### config.mk
export PLATFORM = sky130hd
export DESIGN_NAME = rcmb_top
export DESIGN_NICKNAME = d
export VERILOG_FILES = /design/src/logic/rcmb_pkg.sv /design/src/logic/rcmb_top.sv
export SDC_FILE = /design/constraint.sdc
export NUM_CORES = 1
export LEC_CHECK = 0
export BUFFER_PORTS_ARGS = -buffer_cell sky130_fd_sc_hd__buf_4
export CORE_MARGIN = 5
export CORE_UTILIZATION = 35
export CTS_BUF_LIST = sky130_fd_sc_hd__clkbuf_8
export CTS_CLUSTER_SIZE = 10
export DETAILED_ROUTE_END_ITERATION = 8
export PLACE_DENSITY = 0.58
export SETUP_SLACK_MARGIN = 0.5
export SLEW_MARGIN = 5
export SYNTH_ARGS = -nofsm -noshare
export SYNTH_HDL_FRONTEND = slang
export SYNTH_SLANG_ARGS = --single-unit
export TNS_END_PERCENT = 50
### constraint.sdc
create_clock -name clk_i -period 1.9 [get_ports clk_i]
set_input_delay 0.285 -clock clk_i [delete_from_list [all_inputs] [get_ports clk_i]]
set_output_delay 0.285 -clock clk_i [all_outputs]
set_load 0.05 [all_outputs]
### src/logic/rcmb_pkg.sv
// Purpose: constants and types of the reset source combiner
// Assumes: one clock, registers reached over avalon-mm with 32-bit data
// Notes:   cause vector bit 0 is power-on, bits 8..1 follow the source struct

package rcmb_pkg;

	// ----------------------------------------------------------------
	// cause vector layout
	// ----------------------------------------------------------------
	localparam int unsigned RCMB_CAUSE_W = 9;
	typedef logic [RCMB_CAUSE_W-1:0] rcmb_cause_type;

	localparam int unsigned RCMB_BIT_POR = 0;
	localparam int unsigned RCMB_BIT_BOR = 1;
	localparam int unsigned RCMB_BIT_SWR = 2;
	localparam int unsigned RCMB_BIT_WDT = 3;
	localparam int unsigned RCMB_BIT_PIN = 4;
	localparam int unsigned RCMB_BIT_CM = 5;
	localparam int unsigned RCMB_BIT_IOP = 6;
	localparam int unsigned RCMB_BIT_UWR = 7;
	localparam int unsigned RCMB_BIT_TRAP = 8;

	// non-power-on sources, msb first so {src, 1'b0} matches the bits above
	typedef struct packed {
		logic trap_conflict_reset;
		logic uninit_wreg_reset;
		logic illegal_opcode_reset;
		logic config_mismatch_reset;
		logic external_pin_reset;
		logic watchdog_timeout_reset;
		logic software_instruction_reset;
		logic brownout_reset_source;
	} rcmb_src_type;

	// ----------------------------------------------------------------
	// reset values
	// ----------------------------------------------------------------
	localparam rcmb_cause_type RCMB_CAUSE_POR_VAL = 9'h003;
	localparam rcmb_cause_type RCMB_STAT_RST_VAL = 9'h003;
	localparam rcmb_cause_type RCMB_MASK_RST_VAL = 9'h000;
	localparam logic [31:0] RCMB_RDATA_RST_VAL = 32'h0000_0000;

	// ----------------------------------------------------------------
	// register map, byte addresses
	// ----------------------------------------------------------------
	localparam int unsigned RCMB_ADDR_W = 4;
	localparam logic [RCMB_ADDR_W-1:0] RCMB_OFS_CAUSE = 4'h0;
	localparam logic [RCMB_ADDR_W-1:0] RCMB_OFS_STAT = 4'h4;
	localparam logic [RCMB_ADDR_W-1:0] RCMB_OFS_MASK = 4'h8;
	localparam logic [RCMB_ADDR_W-1:0] RCMB_OFS_SCRATCH = 4'hc;

	typedef struct packed {
		logic read;
		logic write;
		logic [RCMB_ADDR_W-1:0] address;
		logic [3:0] byteenable;
		logic [31:0] writedata;
	} rcmb_avreq_type;

	// bus slave states, one-hot
	typedef enum logic [1:0] {
		RCMB_ST_IDLE = 2'b01,
		RCMB_ST_ACK = 2'b10
	} rcmb_state_type;

endpackage

### src/logic/rcmb_top.sv
// Purpose: merge the reset sources into the master system reset and keep
//          a software readable record of which source caused it
// Assumes: all source inputs are levels synchronous to clk_i; rst_n_i is
//          the power-on reset of the device
// Notes:   one wait state on every bus access; read of the event status
//          register clears the bits it returned
//
// The placing of the registers and the Avalon-MM slave port were left to the implementer.

`timescale 1ns/100ps

// What this block does
// - master system reset goes active whenever at least one source is active.
// - all nine reset sources, power-on included, feed master reset.
// - while master reset is active, only the mask register is held at its reset value.
// - unreset storage survives non-power-on resets, undefined after power-on.
// - each kind of reset sets its own flag in the reset cause register.
// - power-on clears all cause flags but sets brown-out and power-on, 1:0.
// - software may write any cause flag to one or zero, except that an active source keeps its flag set.
// - a software write to a cause flag never drives master reset.
module rcmb_top
	import rcmb_pkg::*;
(
	input wire logic clk_i,
	input wire logic rst_n_i,
	input wire rcmb_src_type rst_src_i,
	input wire rcmb_avreq_type av_req_i,
	output logic [31:0] av_readdata_o,
	output logic av_waitrequest_o,
	output logic master_system_reset_o,
	output logic irq_o
);

	// ----------------------------------------------------------------
	// helpers
	// ----------------------------------------------------------------
	function automatic logic [31:0] be_to_mask(input logic [3:0] be);
		logic [31:0] m;
		m = 32'h0000_0000;
		for (int i = 0; i < 4; i++) begin
			m[i*8 +: 8] = {8{be[i]}};
		end
		return m;
	endfunction

	function automatic rcmb_cause_type merge_field(
		input rcmb_cause_type old_v,
		input logic [31:0] wdata,
		input logic [3:0] be
	);
		logic [31:0] m;
		m = be_to_mask(be);
		return (old_v & ~m[RCMB_CAUSE_W-1:0]) |
			(wdata[RCMB_CAUSE_W-1:0] & m[RCMB_CAUSE_W-1:0]);
	endfunction

	function automatic logic [31:0] pad_cause(input rcmb_cause_type v);
		return {{(32-RCMB_CAUSE_W){1'b0}}, v};
	endfunction

	// ----------------------------------------------------------------
	// declarations
	// ----------------------------------------------------------------
	rcmb_state_type state_q;
	rcmb_cause_type src_vec;
	rcmb_cause_type src_prev_q;
	rcmb_cause_type src_rise;
	rcmb_cause_type cause_q;
	rcmb_cause_type cause_d;
	rcmb_cause_type stat_q;
	rcmb_cause_type stat_clr;
	rcmb_cause_type mask_q;
	logic [31:0] scratch_q;
	logic [31:0] rdata_q;
	logic wait_q;
	logic master_q;
	logic irq_q;
	logic req_seen;
	logic do_wr;
	logic do_rd;

	// power-on is the async reset itself, so it never shows in the vector
	assign src_vec = {rst_src_i, 1'b0};
	assign src_rise = src_vec & ~src_prev_q;

	assign req_seen = (state_q == RCMB_ST_IDLE) &&
		(av_req_i.read || av_req_i.write);
	assign do_wr = (state_q == RCMB_ST_ACK) && av_req_i.write;
	assign do_rd = (state_q == RCMB_ST_ACK) && av_req_i.read;

	// ----------------------------------------------------------------
	// master system reset
	// ----------------------------------------------------------------
	// any active source drives master reset
	// only source inputs reach this flop
	always_ff @(posedge clk_i or negedge rst_n_i) begin
		if (!rst_n_i) begin
			master_q <= 1'b1;
		end else begin
			master_q <= |src_vec;
		end
	end

	// ----------------------------------------------------------------
	// reset cause register
	// ----------------------------------------------------------------
	always_comb begin
		cause_d = cause_q;
		if (do_wr && av_req_i.address == RCMB_OFS_CAUSE) begin
			cause_d = merge_field(cause_q, av_req_i.writedata,
				av_req_i.byteenable);
		end
		// active source sets its flag, winning over a clearing write
		cause_d = cause_d | src_vec;
	end

	// power-on leaves only brown-out and power-on set
	// master reset is not a term here, flags survive it
	always_ff @(posedge clk_i or negedge rst_n_i) begin
		if (!rst_n_i) begin
			cause_q <= RCMB_CAUSE_POR_VAL;
		end else begin
			cause_q <= cause_d;
		end
	end

	// ----------------------------------------------------------------
	// event status and interrupt
	// ----------------------------------------------------------------
	always_ff @(posedge clk_i or negedge rst_n_i) begin
		if (!rst_n_i) begin
			src_prev_q <= RCMB_MASK_RST_VAL;
		end else begin
			src_prev_q <= src_vec;
		end
	end

	// clear only what the read returned, so a bit set during the wait
	// state is not lost
	assign stat_clr = (do_rd && av_req_i.address == RCMB_OFS_STAT) ?
		rdata_q[RCMB_CAUSE_W-1:0] : RCMB_MASK_RST_VAL;

	always_ff @(posedge clk_i or negedge rst_n_i) begin
		if (!rst_n_i) begin
			stat_q <= RCMB_STAT_RST_VAL;
		end else begin
			stat_q <= (stat_q & ~stat_clr) | src_rise;
		end
	end

	// mask forced to its reset value under master reset
	always_ff @(posedge clk_i or negedge rst_n_i) begin
		if (!rst_n_i) begin
			mask_q <= RCMB_MASK_RST_VAL;
		end else if (master_q) begin
			mask_q <= RCMB_MASK_RST_VAL;
		end else if (do_wr && av_req_i.address == RCMB_OFS_MASK) begin
			mask_q <= merge_field(mask_q, av_req_i.writedata,
				av_req_i.byteenable);
		end
	end

	always_ff @(posedge clk_i or negedge rst_n_i) begin
		if (!rst_n_i) begin
			irq_q <= 1'b0;
		end else begin
			irq_q <= |(stat_q & mask_q);
		end
	end

	// ----------------------------------------------------------------
	// scratch word without reset
	// ----------------------------------------------------------------
	// no reset term, content kept through master reset
	always_ff @(posedge clk_i) begin
		if (do_wr && av_req_i.address == RCMB_OFS_SCRATCH) begin
			scratch_q <= (scratch_q & ~be_to_mask(av_req_i.byteenable)) |
				(av_req_i.writedata & be_to_mask(av_req_i.byteenable));
		end
	end

	// ----------------------------------------------------------------
	// avalon-mm slave
	// ----------------------------------------------------------------
	always_ff @(posedge clk_i or negedge rst_n_i) begin
		if (!rst_n_i) begin
			state_q <= RCMB_ST_IDLE;
		end else begin
			unique case (state_q)
				RCMB_ST_IDLE: begin
					if (req_seen) begin
						state_q <= RCMB_ST_ACK;
					end
				end
				RCMB_ST_ACK: begin
					state_q <= RCMB_ST_IDLE;
				end
				default: begin
					state_q <= RCMB_ST_IDLE;
				end
			endcase
		end
	end

	// waitrequest drops for the single ack cycle only
	always_ff @(posedge clk_i or negedge rst_n_i) begin
		if (!rst_n_i) begin
			wait_q <= 1'b1;
		end else begin
			wait_q <= !req_seen;
		end
	end

	// read data captured on entry to ack; unmapped addresses read zero
	always_ff @(posedge clk_i or negedge rst_n_i) begin
		if (!rst_n_i) begin
			rdata_q <= RCMB_RDATA_RST_VAL;
		end else if (req_seen && av_req_i.read) begin
			unique case (av_req_i.address)
				RCMB_OFS_CAUSE: rdata_q <= pad_cause(cause_q);
				RCMB_OFS_STAT: rdata_q <= pad_cause(stat_q);
				RCMB_OFS_MASK: rdata_q <= pad_cause(mask_q);
				RCMB_OFS_SCRATCH: rdata_q <= scratch_q;
				default: rdata_q <= RCMB_RDATA_RST_VAL;
			endcase
		end
	end

	assign av_readdata_o = rdata_q;
	assign av_waitrequest_o = wait_q;
	assign master_system_reset_o = master_q;
	assign irq_o = irq_q;

endmodule // rcmb_top

==> flow_summary.ini, run 1 <==
[layout]
multi_input_area_um2 = 1190
drive_gt1_frac = 0.416
num_antenna_cells = 0
finish.utilization = 0.462
fillers = 1052
regArea_um2 = 2770
areaGrowthSynthToFinish_pct = 30.0
layout.nets = 415

[sta]
period_minus_slack_ns = 1.48
tightest_slew_ns = 0.497
fmax_mhz = 677
skew_ns = 0.0177
worst_slew_margin_rel = 0.664
timing.setup.tns_ns = 0
final_max_slew_viol_count = 0
rsz0062_at_grt = yes
hold_violations = 0
setup_viol = 0
fin_crit_sh = 0.778

[critical_path]
arrival_ns = 1.73
crit_path_end_kind = flop
cp-start-kind = flop
critical_path_class = flop to flop
path_buf_inv = 2
path_max_fanout = 9
cpPeakStageDelay_ns = 0.45
worst_ep_required_time_ns = 2.15
crit_family = flip-flops
crit_chain = nor4b_4 > buf_4 > buf_8 > nand3_1 > a22o_1
slowest_stage = dfrtp_1

[worst_hold_path]
hold_class = input port to flop

[synthesis]
synthTopCellsByArea = dfrtp_1 (40%), edfxtp_1 (24%), a22o_1 (8.9%)
ys_ff_latch = 104
post-synth-top-area-fraction = 0.404
netlist.top_cell.by_area = dfrtp_1
synth-async-reset-ratio = 0.692
yosys_warnings = 0
synth_edf_count = 32
synth.distinct_cells = 40
syn_avg_cell_area_um2 = 15.4
syn-cell-area_um2 = 4020
synth.most_common_cell = dfrtp_1
synth.top_cells.by_count = dfrtp_1 (65), a22o_1 (41), edfxtp_1 (32)
synth_nets = 313
dominantRegCellSynth = dfrtp_1
syn_inst = 261
yosysSeqAreaShare = 0.689

[global_route]
grt_max_degree = 38
grt_pass1_vias = 2722
grt_first_pass_wirelength_um = 14800
antenna_found_initial = 0
grt_overflow = 0
track_usage = 0.143

[detailed_routing]
via_per_inst = 5.21
routedWlPerCell_um = 19.4
drtPass1Iterations = 4
drt-initial-drc-count = 162
drt.antenna.violating_nets = 0
num_vias = 2663
drt_drc_violations_left = 0
finalWirelength_um = 9890

[clock_network]
cts.root.buffer_cell = clkbuf_8
htreeDepth = 3
clk_pin_slew_ns = 0.10
tritoncts = built
cts_buffers = 9
clk_path_buf_depth = 2
clkLatencyLatePin_ns = 0.37
clock-sinks = 104

[power_and_ir_drop]
power_density_nw_per_um2 = 989
intPower_mw = 3.46
p_clk_frac = 0.245
p_sw_frac = 0.331
power_frac_comb = 0.248
p_seq_frac = 0.507
p_sw_mw = 1.71
peakVddDrop_mv = 0.373
p_leak_nw = 2.25

[floorplanning]
dieArea_um2 = 13700
start_util = 0.355
core_um2 = 11300
die_w_um = 117
die_height_um = 117
rows = 39
ios = 87

[job]
cap_violations = 0

[placement]
port_buffers = 86
gp_congestion = 0.825
dpl.hpwl_um = 6990

[outcome]
status = finished, final reports clean
final timing paths:
path,start,end,slack (ns),cells after the start
worst min register to register,stat_q[0],stat_q[0],0.46,2
min in group asynchronous,rst_n_i,av_readdata_o[16],0.41,2
worst min-delay path,rst_src_i[1],src_prev_q[2],0.05,1
max in group asynchronous,rst_n_i,state_q[0],0.85,3
worst max-delay path,state_q[1],stat_q[7],0.42,5
worst max register to register,state_q[1],stat_q[7],0.42,5
cell families (layout without fill, tap and decap cells):
kind of cell | Yosys count | in the layout | share of synthesized area
AND/OR/NAND/NOR | 48 | 48 | 0.0830
flip-flops | 104 | 104 | 0.689
multiplexers | 10 | 10 | 0.0541
AO/OA/AOI/OAI | 74 | 74 | 0.143
buffers and inverters | 25 | 132 | 0.0308
cells in the final DEF (no fill, tap or decap), types with 4 or more instances in the layout:
cell type and instances:
buf_6 4, and2_4 4, and3_1 5, a22o_1 41, edfxtp_1 32, dfstp_2 7
o21ai_1 8, dfrtp_1 65, mux4_2 9, buf_4 97, nand3_1 18, a21oi_1 9
a211o_1 7, inv_1 10, clkbuf_8 9
stage by stage:
step                      instances  cell area [um2]  power (mW)  worst slack, ns  hold WS [ns]
final                           511             5230        5.17            0.423        0.0493
after global routing            511             5230        5.40            0.346        0.0279
after CTS                       504             5120        5.18            0.422        0.0306
after detailed placement        484             4890        3.89            0.282         0.284
after global placement          484             4890        3.87            0.298         0.274
after floorplan                 261             4050        3.38            0.496       -0.0106
routing by layer:
layer	GRT usage	vias to the layer above	share of wire
met5	0	-	0
met4	0.0436	0	0.0091
met1	0.185	1352	0.43
li1	-	1220	-
met2	0.233	81	0.49
met3	0.0442	10	0.072
area by class of cell:
| class | instances | area share |
|---|---|---|
| clock inverter | 7 | 0.0112 |
| tap | 143 | 0.0342 |
| timing repair buffer | 106 | 0.165 |
| inverter | 10 | 0.00718 |
| clock buffer | 9 | 0.0237 |
| sequential | 104 | 0.530 |
| multi-input combinational | 132 | 0.228 |
what timing repair did:
action	4_1_cts	5_1_grt
pin swaps	2	9
resized for setup	5	6
endpoints found under the setup margin	80	84
endpoints found under the hold margin	30	0
hold buffers	1	0
cloned	0	2
setup buffers	3	5
worst register-to-register path, stage by stage, from the launching register on:
cell and delay (ns):
dfrtp_1 0.45, nor4b_4 0.35, buf_4 0.19, buf_8 0.12, nand3_1 0.08, a22o_1 0.19
power by group through the flow:
stage          Sequential, mW  Clock [mW]  Combinational [mW]
3_3_place_gp             2.66           0                1.21
4_1_cts                  2.62        1.32                1.25
6_report                 2.62        1.27                1.28
2_1_floorplan            3.07           0               0.307
5_1_grt                  2.64        1.41                1.35
3_5_place_dp             2.66           0                1.22
Power figures use the tool's default switching activity.
==> run 2: changes to the inputs <==
--- a/config.mk
+++ b/config.mk
@@ -11,7 +11,7 @@
 export CTS_BUF_LIST = sky130_fd_sc_hd__clkbuf_8
 export CTS_CLUSTER_SIZE = 10
 export DETAILED_ROUTE_END_ITERATION = 8
-export PLACE_DENSITY = 0.58
+export PLACE_DENSITY = 0.6
 export SETUP_SLACK_MARGIN = 0.5
 export SLEW_MARGIN = 5
 export SYNTH_ARGS = -nofsm -noshare
==> constraint.sdc (replaced) <==
create_clock -name clk_i -period 1.31 [get_ports clk_i]
set_input_delay 0.1965 -clock clk_i [delete_from_list [all_inputs] [get_ports clk_i]]
set_output_delay 0.1965 -clock clk_i [all_outputs]
set_load 0.05 [all_outputs]
==> run 2 against run 1 <==
Cell area grew 12%. Clock power grew 45%. Non-clock buffer count grew 47. The flow now finishes with violations (setup timing). Setup slack lost 0.59 ns. Cell count grew 9.2%. First-iteration DRC count grew 54%. Combinational power grew 67%. Core utilization grew 5.8 points.
==> flow_summary.ini, run 2 (synthesis gave the netlist of run 1 again) <==
[clock_network]
clock-sinks = 104
tritoncts = built
cts.root.buffer_cell = clkbuf_8
cts_buffers = 9
clkLatencyLatePin_ns = 0.36
htreeDepth = 3
clk_pin_slew_ns = 0.10
clk_path_buf_depth = 2

[worst_hold_path]
hp-start = av_req_i[1]
hold_class = input port to flop

[critical_path]
arrival_ns = 1.54
slowest_stage = dfstp_2
path_buf_inv = 0
path_max_fanout = 8
crit_family = simple AND/OR/NAND/NOR gates
critPathLaunch = state_q[0]
cpPeakStageDelay_ns = 0.41
crit_chain = nand3b_1 > nor4_4 > and2_4
cp-start-kind = flop
r2r-start = state_q[0]
worst_ep_required_time_ns = 1.38
crit_path_end_kind = flop
critical_path_class = flop to flop

[power_and_ir_drop]
peakVddDrop_mv = 0.689
power_frac_comb = 0.275
p_leak_nw = 2.51
p_sw_frac = 0.329
power_density_nw_per_um2 = 1330
intPower_mw = 5.23
p_seq_frac = 0.490
p_clk_frac = 0.236
p_sw_mw = 2.57

[global_route]
grt_max_degree = 47
antenna_found_initial = 0
grt_use_met3 = 0.0324
top_usage_layer = met2
grt_pass1_vias = 3100
track_usage = 0.158
use_met1 = 0.213
grt_overflow = 0
use_met2 = 0.256
grt_first_pass_wirelength_um = 16400

[floorplanning]
die_height_um = 117
rows = 39
start_util = 0.355
dieArea_um2 = 13700
die_w_um = 117
ios = 87
core_um2 = 11300

[sta]
period_minus_slack_ns = 1.48
hold_violations = 0
fmax_mhz = 678
tightest_slew_ns = 0.371
setup_viol = 90
fin_crit_sh = 1.13
layout_setup_ws_ns = -0.165
timing.setup.tns_ns = -10.28
hold_slack_ns = 0.0198
worst_slew_margin_rel = 0.751
final_max_slew_viol_count = 0
skew_ns = 0.0134
rsz0062_at_grt = yes

[detailed_routing]
via_per_inst = 5.20
num_vias = 2901
drtPass1Iterations = 4
drt_drc_violations_left = 0
drt-initial-drc-count = 250
routedWlPerCell_um = 19.0
finalWirelength_um = 10600
drt.antenna.violating_nets = 0

[layout]
finish.utilization = 0.519
final_cells = 558
final_common_cell = buf_4
layout.nets = 462
final_area_um2 = 5880
final_cell_mix = buf_4 (83), dfrtp_1 (65), a22o_1 (41)
drive_gt1_frac = 0.448
num_antenna_cells = 0
areaGrowthSynthToFinish_pct = 46.2

[outcome]
status = complete, but fails checks
violations = setup timing

[job]
cap_violations = 0

[placement]
port_buffers = 86
dpl_cell_area_um2 = 5040
placed_cells = 502
gp_congestion = 0.789
dpl.hpwl_um = 7330
-- run 2: stage by stage --
stage | power (mW) | setup WS (ns)
after floorplan | 4.90 | -0.0914
after global placement | 5.68 | -0.135
after detailed placement | 5.70 | -0.190
after CTS | 7.76 | -0.181
after global routing | 8.13 | -0.232
final | 7.80 | -0.165
-- run 2: worst paths after layout --
check	slack, ns	cells after the start	endpoint
min in group asynchronous	0.18	2	av_readdata_o[18]
max reg2reg	-0.17	3	flop
max in group asynchronous	0.58	3	state_q[0]
min reg2reg	0.47	2	stat_q[0]
max	-0.17	3	flop
min	0.02	1	flop
-- run 2: layer usage --
layer,up-vias,part of all wire
li1,1320,-
met4,0,0.0097
met1,1465,0.44
met5,-,0
met3,13,0.063
met2,103,0.49
-- run 2: cell type report --
type                    count  area (um2)
inverters                  10        37.5
flip-flops and latches    104        2770
clock inverters             7        53.8
clock buffers               9         124
fillers                   966        5440
well taps                 143         179
repair buffers            153        1430
multi-input cells         132        1290
-- run 2: worst reg2reg max path, delay by kind of cell (launching register included) --
family,cells,cell delay [ns]
flops,1,0.41
simple gates,3,0.79
-- run 2: repair_timing --
action | in CTS | in global routing
endpoints found under the setup margin | 130 | 130
setup buffers | 3 | 3
pin swaps | 10 | 22
hold buffers | 30 | 2
resized for setup | 38 | 25
endpoints found under the hold margin | 94 | 2
cloned | 0 | 2
-- run 2: power by group through the flow --
stage	Clock (mW)	Combinational [mW]	Sequential, mW
5_1_grt	2.02	2.26	3.85
3_3_place_gp	0	1.82	3.86
4_1_cts	1.90	2.04	3.82
6_report	1.84	2.14	3.82
3_5_place_dp	0	1.84	3.86
2_1_floorplan	0	0.448	4.46
==> run 3: changes to the inputs <==
--- a/config.mk
+++ b/config.mk
@@ -13,6 +13,7 @@
 export DETAILED_ROUTE_END_ITERATION = 8
 export PLACE_DENSITY = 0.6
 export SETUP_SLACK_MARGIN = 0.5
+export SKIP_CTS_REPAIR_TIMING = 1
 export SLEW_MARGIN = 5
 export SYNTH_ARGS = -nofsm -noshare
 export SYNTH_HDL_FRONTEND = slang
==> run 3 against run 2 <==
The flow still finishes with violations (setup timing). Maximum frequency is 0.37% higher. Die area stayed put. Wire length shrank 1.8%. Power fell by 0.99%. Setup slack better by 0.0055 ns. Via count is 0.65% lower. Clock power about the same. Sequential cell count is the same. Register-to-register slack about the same. Cell count is 0.36% higher. First-iteration DRC count grew 6.0%. Clock skew is 0.0027 ns higher. Largest power group unchanged.
==> flow_summary.ini, run 3 (synthesis gave the netlist of run 1 again) <==
[outcome]
status = complete, but fails checks
violations = setup timing

[layout]
fillers = 967
final_area_um2 = 5810
drive_gt1_frac = 0.410
final_cell_mix = buf_4 (83), dfrtp_1 (65), a22o_1 (41)
num_antenna_cells = 0
final_cells = 560
multi_input_area_um2 = 1210
regArea_um2 = 2770
areaGrowthSynthToFinish_pct = 44.4
final_common_cell = buf_4
layout.nets = 464

[sta]
fmax_mhz = 680
hold_violations = 0
setup_viol = 91
rsz0062_at_grt = yes
layout_setup_ws_ns = -0.160
final_max_slew_viol_count = 0
skew_ns = 0.0161
timing.setup.tns_ns = -11.08
hold_slack_ns = 0.0373
tightest_slew_ns = 0.359
period_minus_slack_ns = 1.47
fin_crit_sh = 1.12
worst_slew_margin_rel = 0.759

[placement]
gp_congestion = 0.789
placed_cells = 502
dpl.hpwl_um = 7330
place_ws_ns = -0.190
dpl_cell_area_um2 = 5040
port_buffers = 86

[detailed_routing]
drt.antenna.violating_nets = 0
drt-initial-drc-count = 265
via_per_inst = 5.15
routedWlPerCell_um = 18.6
finalWirelength_um = 10400
drtPass1Iterations = 4
num_vias = 2882
drt_drc_violations_left = 0

[floorplanning]
die_height_um = 117
rows = 39
core_um2 = 11300
ios = 87
start_util = 0.355
die_w_um = 117
dieArea_um2 = 13700

[worst_hold_path]
hold_class = input port to flop

[global_route]
antenna_found_initial = 0
track_usage = 0.151
grt_pass1_vias = 2892
grt_overflow = 0
grt_first_pass_wirelength_um = 15600
grt_max_degree = 47

[critical_path]
critical_path_class = flop to flop
cpPeakStageDelay_ns = 0.40
crit_family = simple AND/OR/NAND/NOR gates
slowest_stage = dfstp_2
crit_chain = nand3b_1 > nor4_4 > and2_4
path_buf_inv = 0
crit_path_end_kind = flop
path_max_fanout = 8
cp-start-kind = flop
arrival_ns = 1.53
worst_ep_required_time_ns = 1.37

[clock_network]
clkLatencyLatePin_ns = 0.36
htreeDepth = 3
clk_path_buf_depth = 2
clk_pin_slew_ns = 0.10
cts_buffers = 9
tritoncts = built
cts.root.buffer_cell = clkbuf_8
clock-sinks = 104

[power_and_ir_drop]
power_density_nw_per_um2 = 1330
p_leak_nw = 2.50
peakVddDrop_mv = 0.600

[job]
cap_violations = 0
==> run 3: cell types whose count changed in the layout (fill, tap and decap cells not counted), moves of 2 or more <==
cell           delta
o21ai_1           +6
o21ai_2           -5
a21oi_1           +4
a21oi_2           -4
nand3_1           +4
nand3_2           -4
dlygate4sd3_1     +2
o21ai_4           -2
==> run 3: path summary, 6_finish.rpt <==
| path | start | endpoint | slack (ns) | depth (start not counted) |
|---|---|---|---|---|
| max reg2reg | state_q[0] | flop | -0.16 | 3 |
| min reg2reg | stat_q[0] | stat_q[0] | 0.46 | 2 |
| max in group asynchronous | rst_n_i | state_q[0] | 0.58 | 3 |
| min in group asynchronous | rst_n_i | av_readdata_o[19] | 0.18 | 2 |
| max | state_q[0] | flop | -0.16 | 3 |
| min | av_req_i[5] | flop | 0.04 | 1 |
==> run 3: metal layers <==
| metal | up-vias | track usage | share of wire |
|---|---|---|---|
| met5 | - | 0 | 0 |
| met4 | 0 | 0.0451 | 0.011 |
| met3 | 12 | 0.0386 | 0.088 |
| met2 | 120 | 0.238 | 0.48 |
| met1 | 1428 | 0.207 | 0.42 |
| li1 | 1322 | - | - |
==> run 3: final cells by class <==
cell class                 instances  share of cell area
tap                              143              0.0308
multi-input combinational        132               0.208
clock buffer                       9              0.0213
clock inverter                     7             0.00926
sequential                       104               0.477
timing repair buffer             155               0.248
inverter                          10             0.00646
==> run 3: worst register-to-register path, delay by kind of cell (launching register included) <==
| family | cells | cell delay (ns) |
|---|---|---|
| simple gates | 3 | 0.78 |
| flops | 1 | 0.40 |
==> run 3: per-stage QoR <==
step	total power [mW]	utilization
after floorplan	4.90	-
after global placement	5.68	0.445
after detailed placement	5.70	0.445
after CTS	7.53	0.461
after global routing	8.08	0.513
final	7.72	0.513
==> run 3: power by group <==
part	internal, mW	leakage (nW)	switching [mW]
sequential	3.61	1.17	0.205
combinational	0.883	1.24	1.20
clock	0.712	0.0896	1.11
